File: src/dcap_pkg.sv
// shared constants and types for the debug control access port
package dcap_pkg;
	// ---------------------------------------------------------------
	// control access port register offsets (byte addresses)
	// ---------------------------------------------------------------
	localparam logic [7:0] OFS_RESET    = 8'h00;
	localparam logic [7:0] OFS_ERASE    = 8'h04;
	localparam logic [7:0] OFS_ER_STAT  = 8'h08;
	localparam logic [7:0] OFS_PROT     = 8'h0c;
	localparam logic [7:0] OFS_LOCK     = 8'h18;
	localparam logic [7:0] OFS_RELEASE  = 8'h1c;
	localparam logic [7:0] OFS_OUT_WORD = 8'h20;
	localparam logic [7:0] OFS_OUT_ST   = 8'h24;
	localparam logic [7:0] OFS_IN_WORD  = 8'h28;
	localparam logic [7:0] OFS_IN_ST    = 8'h2c;
	localparam logic [7:0] OFS_IDENT    = 8'hfc;
	// ---------------------------------------------------------------
	// debug port addresses and select fields
	// ---------------------------------------------------------------
	localparam logic [1:0] DP_IDENT     = 2'h0;
	localparam logic [1:0] DP_SELECT    = 2'h2;
	localparam logic [1:0] DP_RDBUFF    = 2'h3;
	localparam int         SEL_AP_LSB   = 24;
	localparam int         SEL_BANK_LSB = 4;
	localparam logic [7:0] CONTROL_ACCESS_PORT_SEL  = 8'h04;
	// ---------------------------------------------------------------
	// link framing
	// ---------------------------------------------------------------
	localparam logic [2:0] ACK_OK       = 3'h1;
	localparam logic [5:0] REQ_BITS     = 6'h07;
	localparam logic [5:0] ACK_BITS     = 6'h03;
	localparam logic [5:0] DATA_BITS    = 6'h21;
	localparam int         FLD_EN       = 0;
	// ---------------------------------------------------------------
	// state types
	// ---------------------------------------------------------------
	typedef enum logic [2:0] {ST_IDLE, ST_REQ, ST_TRN, ST_ACK, ST_RDATA, ST_WTRN, ST_WDATA, ST_END} dcap_swd_t;
	typedef enum logic [1:0] {ER_IDLE, ER_APP, ER_NET} dcap_er_t;
	typedef struct packed {
		logic ck_s1; logic ck_s2; logic ck_prev; logic io_s1; logic io_s2;
		dcap_swd_t st; logic [5:0] cnt; logic [6:0] req; logic [32:0] sh;
		logic io_o; logic io_oe; logic [7:0] sel_ap; logic [3:0] sel_bank; logic [31:0] rdbuf;
		logic cfg_ld; logic ap_prot; logic sec_prot; logic er_lock;
		dcap_er_t er; logic auto_er; logic unlocked; logic rst_blk; logic soft_rst; logic reason;
		logic dbg_rel_wr; logic dbg_rel_ok; logic fw_rel_wr; logic fw_rel_ok;
		logic [31:0] out_word; logic out_pend; logic [31:0] in_word; logic in_pend;
	} dcap_state_t;
endpackage

File: src/dcap_top.sv
// debug control access port: serial-wire link, control registers, erase and mailbox
`timescale 1ns/1ns
module dcap_top #(
	parameter logic [31:0] IDENT_VALUE = 32'h0000_1234, // arbitrary value
	parameter logic [31:0] DP_IDENT_VALUE = 32'h0000_5678, // arbitrary value
	parameter logic [31:0] RELEASE_KEY = 32'h0000_0001
) (
	input  wire logic        clk_i,
	input  wire logic        nrst_i,
	input  wire logic        swdclk_i,
	input  wire logic        swdio_i,
	output logic             swdio_o,
	output logic             swdio_oe_o,
	input  wire logic        cfg_ap_prot_i,
	input  wire logic        cfg_sec_prot_i,
	input  wire logic        cfg_er_lock_i,
	output logic             cpu_ap_block_o,
	output logic             secure_dbg_block_o,
	output logic             dbg_flash_ok_o,
	output logic             soft_reset_o,
	output logic             reset_reason_o,
	input  wire logic        reason_clr_i,
	output logic             erase_app_o,
	output logic             erase_net_o,
	input  wire logic        erase_app_done_i,
	input  wire logic        erase_net_done_i,
	output logic             erase_busy_o,
	output logic [31:0]      fw_out_word_o,
	output logic             fw_out_pend_o,
	input  wire logic        fw_out_take_i,
	input  wire logic [31:0] fw_in_word_i,
	input  wire logic        fw_in_put_i,
	output logic             fw_in_pend_o,
	input  wire logic        fw_release_i,
	input  wire logic [31:0] fw_release_word_i
);
	// ---------------------------------------------------------------
	// reset release
	// ---------------------------------------------------------------
	logic [1:0]           rs_q;
	logic                 rst_n;
	dcap_pkg::dcap_state_t q;
	dcap_pkg::dcap_state_t n;
	logic                 rise;
	logic [7:0]           ap_addr;
	logic [31:0]          rdat;
	logic [32:0]          wsh;
	logic                 lock_act;
	logic                 er_go;
	logic                 out_clr;
	logic                 in_clr;
	logic                 out_set;

	// asynchronous assert, two-stage release
	always_ff @(posedge clk_i or negedge nrst_i) begin
		if (!nrst_i) begin
			rs_q <= 2'b00;
		end else begin
			rs_q <= {rs_q[0], 1'b1};
		end
	end
	assign rst_n = rs_q[1];

	// even parity helper for data words; request parity is checked inline
	function automatic logic par32(input logic [31:0] v);
		par32 = ^v;
	endfunction

	// ---------------------------------------------------------------
	// next-state logic
	// ---------------------------------------------------------------
	always_comb begin
		n = q;
		// the first stage of each synchroniser feeds only the second
		n.ck_s1 = swdclk_i;
		n.ck_s2 = q.ck_s1;
		n.ck_prev = q.ck_s2;
		n.io_s1 = swdio_i;
		n.io_s2 = q.io_s1;
		rise = q.ck_s2 & ~q.ck_prev;
		n.soft_rst = 1'b0;
		er_go = 1'b0;
		out_clr = 1'b0;
		in_clr = 1'b0;
		out_set = 1'b0;
		lock_act = q.er_lock & ~q.unlocked;
		ap_addr = {q.sel_bank, q.req[3:2], 2'b00};
		wsh = {q.io_s2, q.sh[32:1]};

		// protection is taken once after reset, so a debugger erase lifts it only at the next one; the two-party unlock clears it at once
		if (!q.cfg_ld) begin
			n.cfg_ld = 1'b1;
			n.ap_prot = cfg_ap_prot_i;
			n.sec_prot = cfg_sec_prot_i;
			n.er_lock = cfg_er_lock_i;
		end

		// read mux; write-only registers read zero
		rdat = '0;
		if (q.req[0]) begin
			if (q.sel_ap == dcap_pkg::CONTROL_ACCESS_PORT_SEL) begin
				case (ap_addr)
					dcap_pkg::OFS_ER_STAT:  rdat[0] = q.er != dcap_pkg::ER_IDLE;
					dcap_pkg::OFS_PROT:     rdat[1:0] = {~q.sec_prot, ~q.ap_prot};
					dcap_pkg::OFS_LOCK:     rdat[0] = ~lock_act;
					dcap_pkg::OFS_OUT_ST:   rdat[0] = q.out_pend;
					dcap_pkg::OFS_IN_WORD:  rdat = q.in_word;
					dcap_pkg::OFS_IN_ST:    rdat[0] = q.in_pend;
					dcap_pkg::OFS_IDENT:    rdat = IDENT_VALUE;
					default:                rdat = '0;
				endcase
			end
		end else begin
			case (q.req[3:2])
				dcap_pkg::DP_IDENT:  rdat = DP_IDENT_VALUE;
				dcap_pkg::DP_RDBUFF: rdat = q.rdbuf;
				default:             rdat = '0;
			endcase
		end

		// ---------------------------------------------------------------
		// link framing, one step per sampled rising edge of the link clock
		// ---------------------------------------------------------------
		if (rise) begin
			unique case (q.st)
				dcap_pkg::ST_IDLE: begin
					n.io_oe = 1'b0;
					if (q.io_s2) begin
						n.st = dcap_pkg::ST_REQ;
						n.cnt = '0;
					end
				end
				dcap_pkg::ST_REQ: begin
					n.req = {q.io_s2, q.req[6:1]};
					n.cnt = q.cnt + 6'h01;
					if (q.cnt == dcap_pkg::REQ_BITS - 6'h01) begin
						// bad parity, stop or park: stay silent, as on a line reset
						if ((^n.req[3:0]) == n.req[4] && !n.req[5] && n.req[6]) begin
							n.st = dcap_pkg::ST_TRN;
						end else begin
							n.st = dcap_pkg::ST_IDLE;
						end
					end
				end
				dcap_pkg::ST_TRN: begin
					// answer always OK: this port stays usable under protection
					n.st = dcap_pkg::ST_ACK;
					n.io_oe = 1'b1;
					n.io_o = dcap_pkg::ACK_OK[0];
					n.cnt = 6'h01;
					if (q.req[1]) begin
						n.sh = {par32(rdat), rdat};
						if (q.req[0]) begin
							n.rdbuf = rdat;
							if (q.sel_ap == dcap_pkg::CONTROL_ACCESS_PORT_SEL && ap_addr == dcap_pkg::OFS_IN_WORD) begin
								in_clr = 1'b1;
							end
						end
					end
				end
				dcap_pkg::ST_ACK: begin
					n.cnt = q.cnt + 6'h01;
					if (q.cnt == dcap_pkg::ACK_BITS) begin
						n.cnt = '0;
						if (q.req[1]) begin
							n.st = dcap_pkg::ST_RDATA;
							n.io_o = q.sh[0];
							n.sh = {1'b0, q.sh[32:1]};
						end else begin
							n.st = dcap_pkg::ST_WTRN;
							n.io_oe = 1'b0;
						end
					end else begin
						n.io_o = dcap_pkg::ACK_OK[q.cnt[1:0]];
					end
				end
				dcap_pkg::ST_RDATA: begin
					n.cnt = q.cnt + 6'h01;
					n.io_o = q.sh[0];
					n.sh = {1'b0, q.sh[32:1]};
					if (q.cnt == dcap_pkg::DATA_BITS - 6'h01) begin
						n.st = dcap_pkg::ST_END;
						n.io_oe = 1'b0;
					end
				end
				dcap_pkg::ST_WTRN: begin
					n.st = dcap_pkg::ST_WDATA;
					n.cnt = '0;
				end
				dcap_pkg::ST_WDATA: begin
					n.sh = wsh;
					n.cnt = q.cnt + 6'h01;
					if (q.cnt == dcap_pkg::DATA_BITS - 6'h01) begin
						n.st = dcap_pkg::ST_IDLE;
						// a word with bad parity is dropped
						if (par32(wsh[31:0]) == wsh[32]) begin
							if (!q.req[0]) begin
								if (q.req[3:2] == dcap_pkg::DP_SELECT) begin
									n.sel_ap = wsh[dcap_pkg::SEL_AP_LSB +: 8];
									n.sel_bank = wsh[dcap_pkg::SEL_BANK_LSB +: 4];
								end
							end else if (q.sel_ap == dcap_pkg::CONTROL_ACCESS_PORT_SEL) begin
								case (ap_addr)
									dcap_pkg::OFS_RESET: begin
										if (wsh[dcap_pkg::FLD_EN] && !q.rst_blk) begin
											n.soft_rst = 1'b1;
										end
									end
									dcap_pkg::OFS_ERASE: begin
										if (wsh[dcap_pkg::FLD_EN]) begin
											n.rst_blk = 1'b1;
											// locked device refuses, busy one ignores
											if (!lock_act && q.er == dcap_pkg::ER_IDLE) begin
												er_go = 1'b1;
											end
										end
									end
									dcap_pkg::OFS_RELEASE: begin
										if (!q.dbg_rel_wr) begin
											n.dbg_rel_wr = 1'b1;
											n.dbg_rel_ok = wsh[31:0] == RELEASE_KEY;
										end
									end
									dcap_pkg::OFS_OUT_WORD: begin
										n.out_word = wsh[31:0];
										out_set = 1'b1;
									end
									default: ;
								endcase
							end
						end
					end
				end
				dcap_pkg::ST_END: begin
					n.st = dcap_pkg::ST_IDLE;
				end
			endcase
		end

		// ---------------------------------------------------------------
		// firmware side of the unlock and mailbox
		// ---------------------------------------------------------------
		// the firmware release register is write-once too, so a start-up write seals it
		if (fw_release_i && !q.fw_rel_wr) begin
			n.fw_rel_wr = 1'b1;
			n.fw_rel_ok = fw_release_word_i == RELEASE_KEY;
		end
		if (fw_out_take_i) begin
			out_clr = 1'b1;
		end
		// a single flag per direction serves both ends, so both views change together
		n.out_pend = out_set | (q.out_pend & ~out_clr);
		if (fw_in_put_i) begin
			n.in_word = fw_in_word_i;
		end
		n.in_pend = fw_in_put_i | (q.in_pend & ~in_clr);

		// soft reset reason; a new request wins over a firmware clear
		n.reason = n.soft_rst | (q.reason & ~reason_clr_i);

		// ---------------------------------------------------------------
		// full erase sequencer
		// ---------------------------------------------------------------
		if (q.dbg_rel_ok && q.fw_rel_ok && !q.unlocked && !q.auto_er && q.er == dcap_pkg::ER_IDLE && !er_go) begin
			er_go = 1'b1;
			n.auto_er = 1'b1;
		end
		unique case (q.er)
			dcap_pkg::ER_IDLE: begin
				if (er_go) begin
					n.er = dcap_pkg::ER_APP;
				end
			end
			dcap_pkg::ER_APP: begin
				// application side goes first, ignoring its own protection
				if (erase_app_done_i) begin
					n.er = dcap_pkg::ER_NET;
				end
			end
			dcap_pkg::ER_NET: begin
				if (erase_net_done_i) begin
					n.er = dcap_pkg::ER_IDLE;
					// only the two-party unlock opens the port at once
					if (q.auto_er) begin
						n.auto_er = 1'b0;
						n.unlocked = 1'b1;
						n.ap_prot = 1'b0;
						n.sec_prot = 1'b0;
					end
				end
			end
			default: n.er = dcap_pkg::ER_IDLE;
		endcase
	end

	// ---------------------------------------------------------------
	// state register
	// ---------------------------------------------------------------
	always_ff @(posedge clk_i or negedge rst_n) begin
		if (!rst_n) begin
			q <= '0;
		end else begin
			q <= n;
		end
	end

	// ---------------------------------------------------------------
	// outputs
	// ---------------------------------------------------------------
	// access gating toward the rest of the debug complex
	assign cpu_ap_block_o     = q.ap_prot;
	assign secure_dbg_block_o = q.sec_prot;
	assign dbg_flash_ok_o     = ~q.ap_prot;
	assign soft_reset_o       = q.soft_rst;
	assign reset_reason_o     = q.reason;
	assign erase_app_o        = q.er == dcap_pkg::ER_APP;
	assign erase_net_o        = q.er == dcap_pkg::ER_NET;
	assign erase_busy_o       = q.er != dcap_pkg::ER_IDLE;
	assign fw_out_word_o      = q.out_word;
	assign fw_out_pend_o      = q.out_pend;
	assign fw_in_pend_o       = q.in_pend;
	assign swdio_o            = q.io_o;
	assign swdio_oe_o         = q.io_oe;
endmodule

File: config.mk
export PLATFORM = sky130hd
export DESIGN_NAME = dcap_top
export DESIGN_NICKNAME = d
export VERILOG_FILES = /design/src/dcap_pkg.sv /design/src/dcap_top.sv
export SDC_FILE = /design/constraint.sdc
export NUM_CORES = 1
export LEC_CHECK = 0
export ABC_AREA = 1
export BUFFER_PORTS_ARGS = -buffer_cell sky130_fd_sc_hd__buf_2
export CAP_MARGIN = 15
export CORE_ASPECT_RATIO = 0.8
export CORE_MARGIN = 2
export CORE_UTILIZATION = 50
export DETAILED_ROUTE_END_ITERATION = 10
export PLACE_DENSITY_LB_ADDON = 0.25
export SETUP_SLACK_MARGIN = 0.15
export SYNTH_ARGS = -nofsm -noshare
export SYNTH_HDL_FRONTEND = slang
export SYNTH_SLANG_ARGS = --single-unit
File: constraint.sdc
create_clock -name clk_i -period 7.5 [get_ports clk_i]
set_clock_uncertainty 0.1 [all_clocks]
set_input_delay 1.5 -clock clk_i [delete_from_list [all_inputs] [get_ports clk_i]]
set_output_delay 1.5 -clock clk_i [all_outputs]
set_load 0.005 [all_outputs]
==> results.cfg <==
[routing]
drt_iter0_drc = 860
wl_mm = 24.0
ant_nets = 0
first_pass_iters = 6
num_vias = 8459
drc_errors = 0
via_per_inst = 5.19
post_drt_wl_per_cell_um = 14.7

[sta]
slew_headroom = 0.289
setup-tns-final_ns = 0
fin_ws_ns = 4.05
finalCritPeriodShare = 0.460
worst_slew_pin_slew_ns = 1.07
finalHoldWorstSlack_ns = 0.250
finalCriticalPeriod_ns = 3.45
setup_viol = 0
slew_violations = 0
fmax_mhz = 290
timing_hold_violations_final = 0
rsz0062_at_grt = false

[final_layout]
regArea_mm2 = 0.00458
final_cell_area_mm2 = 0.0111
final_cell_mix = 422 x nand2_1, 182 x dfrtp_1, 156 x inv_1
final_common_cell = nand2_1
n_fill_cell = 1879
nNetsFinal = 1456
final_util = 0.563
multiInputGateArea_mm2 = 0.00433
layout-drive-gt1-share = 0.149
synthToLayoutAreaGrowth_pct = 11.0
stdcell_count = 1631
diodes = 0

[placement]
routabilityCongestion = 0.862
dp_slack_ns = 4.14
hpwlAfterDp_mm = 17.4
place_area_mm2 = 0.0105
dp.cells = 1600
port_buffers = 120

[clock_tree]
cts-buffers-inserted = 17
cts_sinks = 183
cts_tree = yes
cts_buffer_depth = 2
cts_max_level = 4
post-cts-setup-buffer-count = 0
ctsResizeCount = 0
clock_latency_ns = 0.44
clockRootBuffer = clkbuf_16
clk_pin_slew_worst_paths_ns = 0.07
cts_hold_buf = 0

[synth]
synth_seq_cells = 183
synth_top_area_frac = 0.459
synth_seq_area_share = 0.459
yosysTopAreaCell = dfrtp_1
synth_area_mm2 = 0.00999
netlist_instances = 1290
synth.area.top_cells = dfrtp_1 46%, nand2_1 16%, inv_1 5.9%
yosysWarnings = 0
synth_cell_types = 45
synth_edf_count = 0
synth_area_per_cell_um2 = 7.74
synth-main-ff-cell = dfrtp_1
ys_async_sr_fraction = 1.00

[global_routing]
antenna_found_initial = 0
grtUsageMet1 = 0.372
grt_pass1_wl_mm = 39.9
overflow = 0
grt_pass1_vias = 7672
grtUsageMet3 = 0.0350
grt_max_degree = 74
grtUsageMet2 = 0.347
track_usage = 0.239
grt.busiest_layer = met1

[worst_setup_path]
crit_family = simple AND/OR/NAND/NOR gates
crit_path_frequent_cell = nand2_1
worstSetupPathDepth = 19
crit_required_ns = 7.71
critical_path.max_stage_delay_ns = 0.68
reg2regPathDepth = 19
start_kind = flop
critPathBufInv = 3
endpoint_kind = flop
cp_cell_sequence = inv_1 > ha_1 > nand3_2 > nor2_2 > nand4_1 > nand2_1 > inv_1 > nand2_1 > nand2_1 > nand2_1 > nand2_1 > nand2_1 > nand2_1 > inv_1 > nand2_1 > nand2_1 > nand2_1 > nand3_1 > a21oi_1
arrival_ns = 3.66
crit_path_max_fanout = 22
worstSetupPathType = flop to flop
slowest_stage = nor2_2

[worst_hold_path]
hp-class = flop to flop
whs_path_depth = 0

[power]
p_leak_nw = 5.76
ir_drop_uv = 370
p_per_area_mw_per_mm2 = 376
finalPower_mw = 4.17

[die]
die_width_um = 162
die_y_um = 130
dieArea_mm2 = 0.0211
num_rows = 46
ios = 121
core_mm2 = 0.0197
start_util = 0.507

[run_status]
outcome = finished, final reports clean

[job]
drv_cap = 0
-- per-layer routing --
layer	part of all wire	routed length [µm]
met1	0.50	12100
met2	0.42	10100
met3	0.059	1420
met4	0.016	381
met5	0	0
-- cell families after synthesis --
family | Yosys count | share of synthesized area
other cells | 1 | 0.000375
compound gates | 231 | 0.130
buf+inv | 237 | 0.110
fa+ha+maj | 23 | 0.0288
flops | 183 | 0.459
mux | 2 | 0.00225
simple gates | 591 | 0.250
xor+xnor | 22 | 0.0200
-- sequential cells by signal, indices dropped and copies added (netlist names) --
signal              count
swdio_oe_o              1
ap_addr                 6
fw_in_pend_o            1
secure_dbg_block_o      1
soft_reset_o            1
cpu_ap_block_o          1
rs_q                    2
fw_out_pend_o           1
fw_out_word_o          32
q                     132
swdio_o                 1
reset_reason_o          1
n                       3
-- power breakdown --
group	total, mW	switching (mW)	leakage (nW)	internal, mW
clock	0.936	0.393	0.295	0.543
combinational	1.99	1.33	3.25	0.660
sequential	1.25	0.101	2.21	1.15
total	4.17	1.82	5.76	2.35
-- worst paths after layout --
kind,from,to,slack [ns]
setup / recovery,ap_addr[2]$_DFFE_PN0P_,q[159]$_DFFE_PN0P_,4.05
hold reg to reg,n[179]$_DFF_PN0_,n[178]$_DFF_PN0_,0.25
hold / removal,n[179]$_DFF_PN0_,n[178]$_DFF_PN0_,0.25
min in group asynchronous,rs_q[1]$_DFF_PN0_,q[29]$_DFFE_PN0P_,0.34
setup reg to reg,ap_addr[2]$_DFFE_PN0P_,q[159]$_DFFE_PN0P_,4.05
max in group asynchronous,rs_q[1]$_DFF_PN0_,q[72]$_DFFE_PN0P_,5.49
-- layout make-up --
cell class,instances,share of cell area
flip-flops and latches,183,0.413
clock inverters,10,0.0131
multi-input cells,871,0.391
well taps,264,0.0298
clock buffers,20,0.0412
repair buffers,125,0.0587
inverters,158,0.0535
-- synthesized netlist by cell type, types with 2 or more instances --
cell,instances
o31ai_1,2
a21oi_1,74
nor2_1,61
nand2_1,422
o21ai_0,104
nor4_4,2
o221ai_1,2
nand4_1,25
nor3_1,20
nor2_4,2
xnor2_1,17
buf_6,9
xor2_1,4
nand3_1,31
a31oi_1,2
o21ai_1,15
mux2_2,2
nor3b_1,2
buf_4,36
inv_1,156
clkbuf_1,27
nand3b_1,2
dfrtp_1,183
o21ai_2,27
nor4_1,13
nor2_2,3
ha_1,23
buf_2,7
No activity file was read; power rests on OpenSTA's default activity.
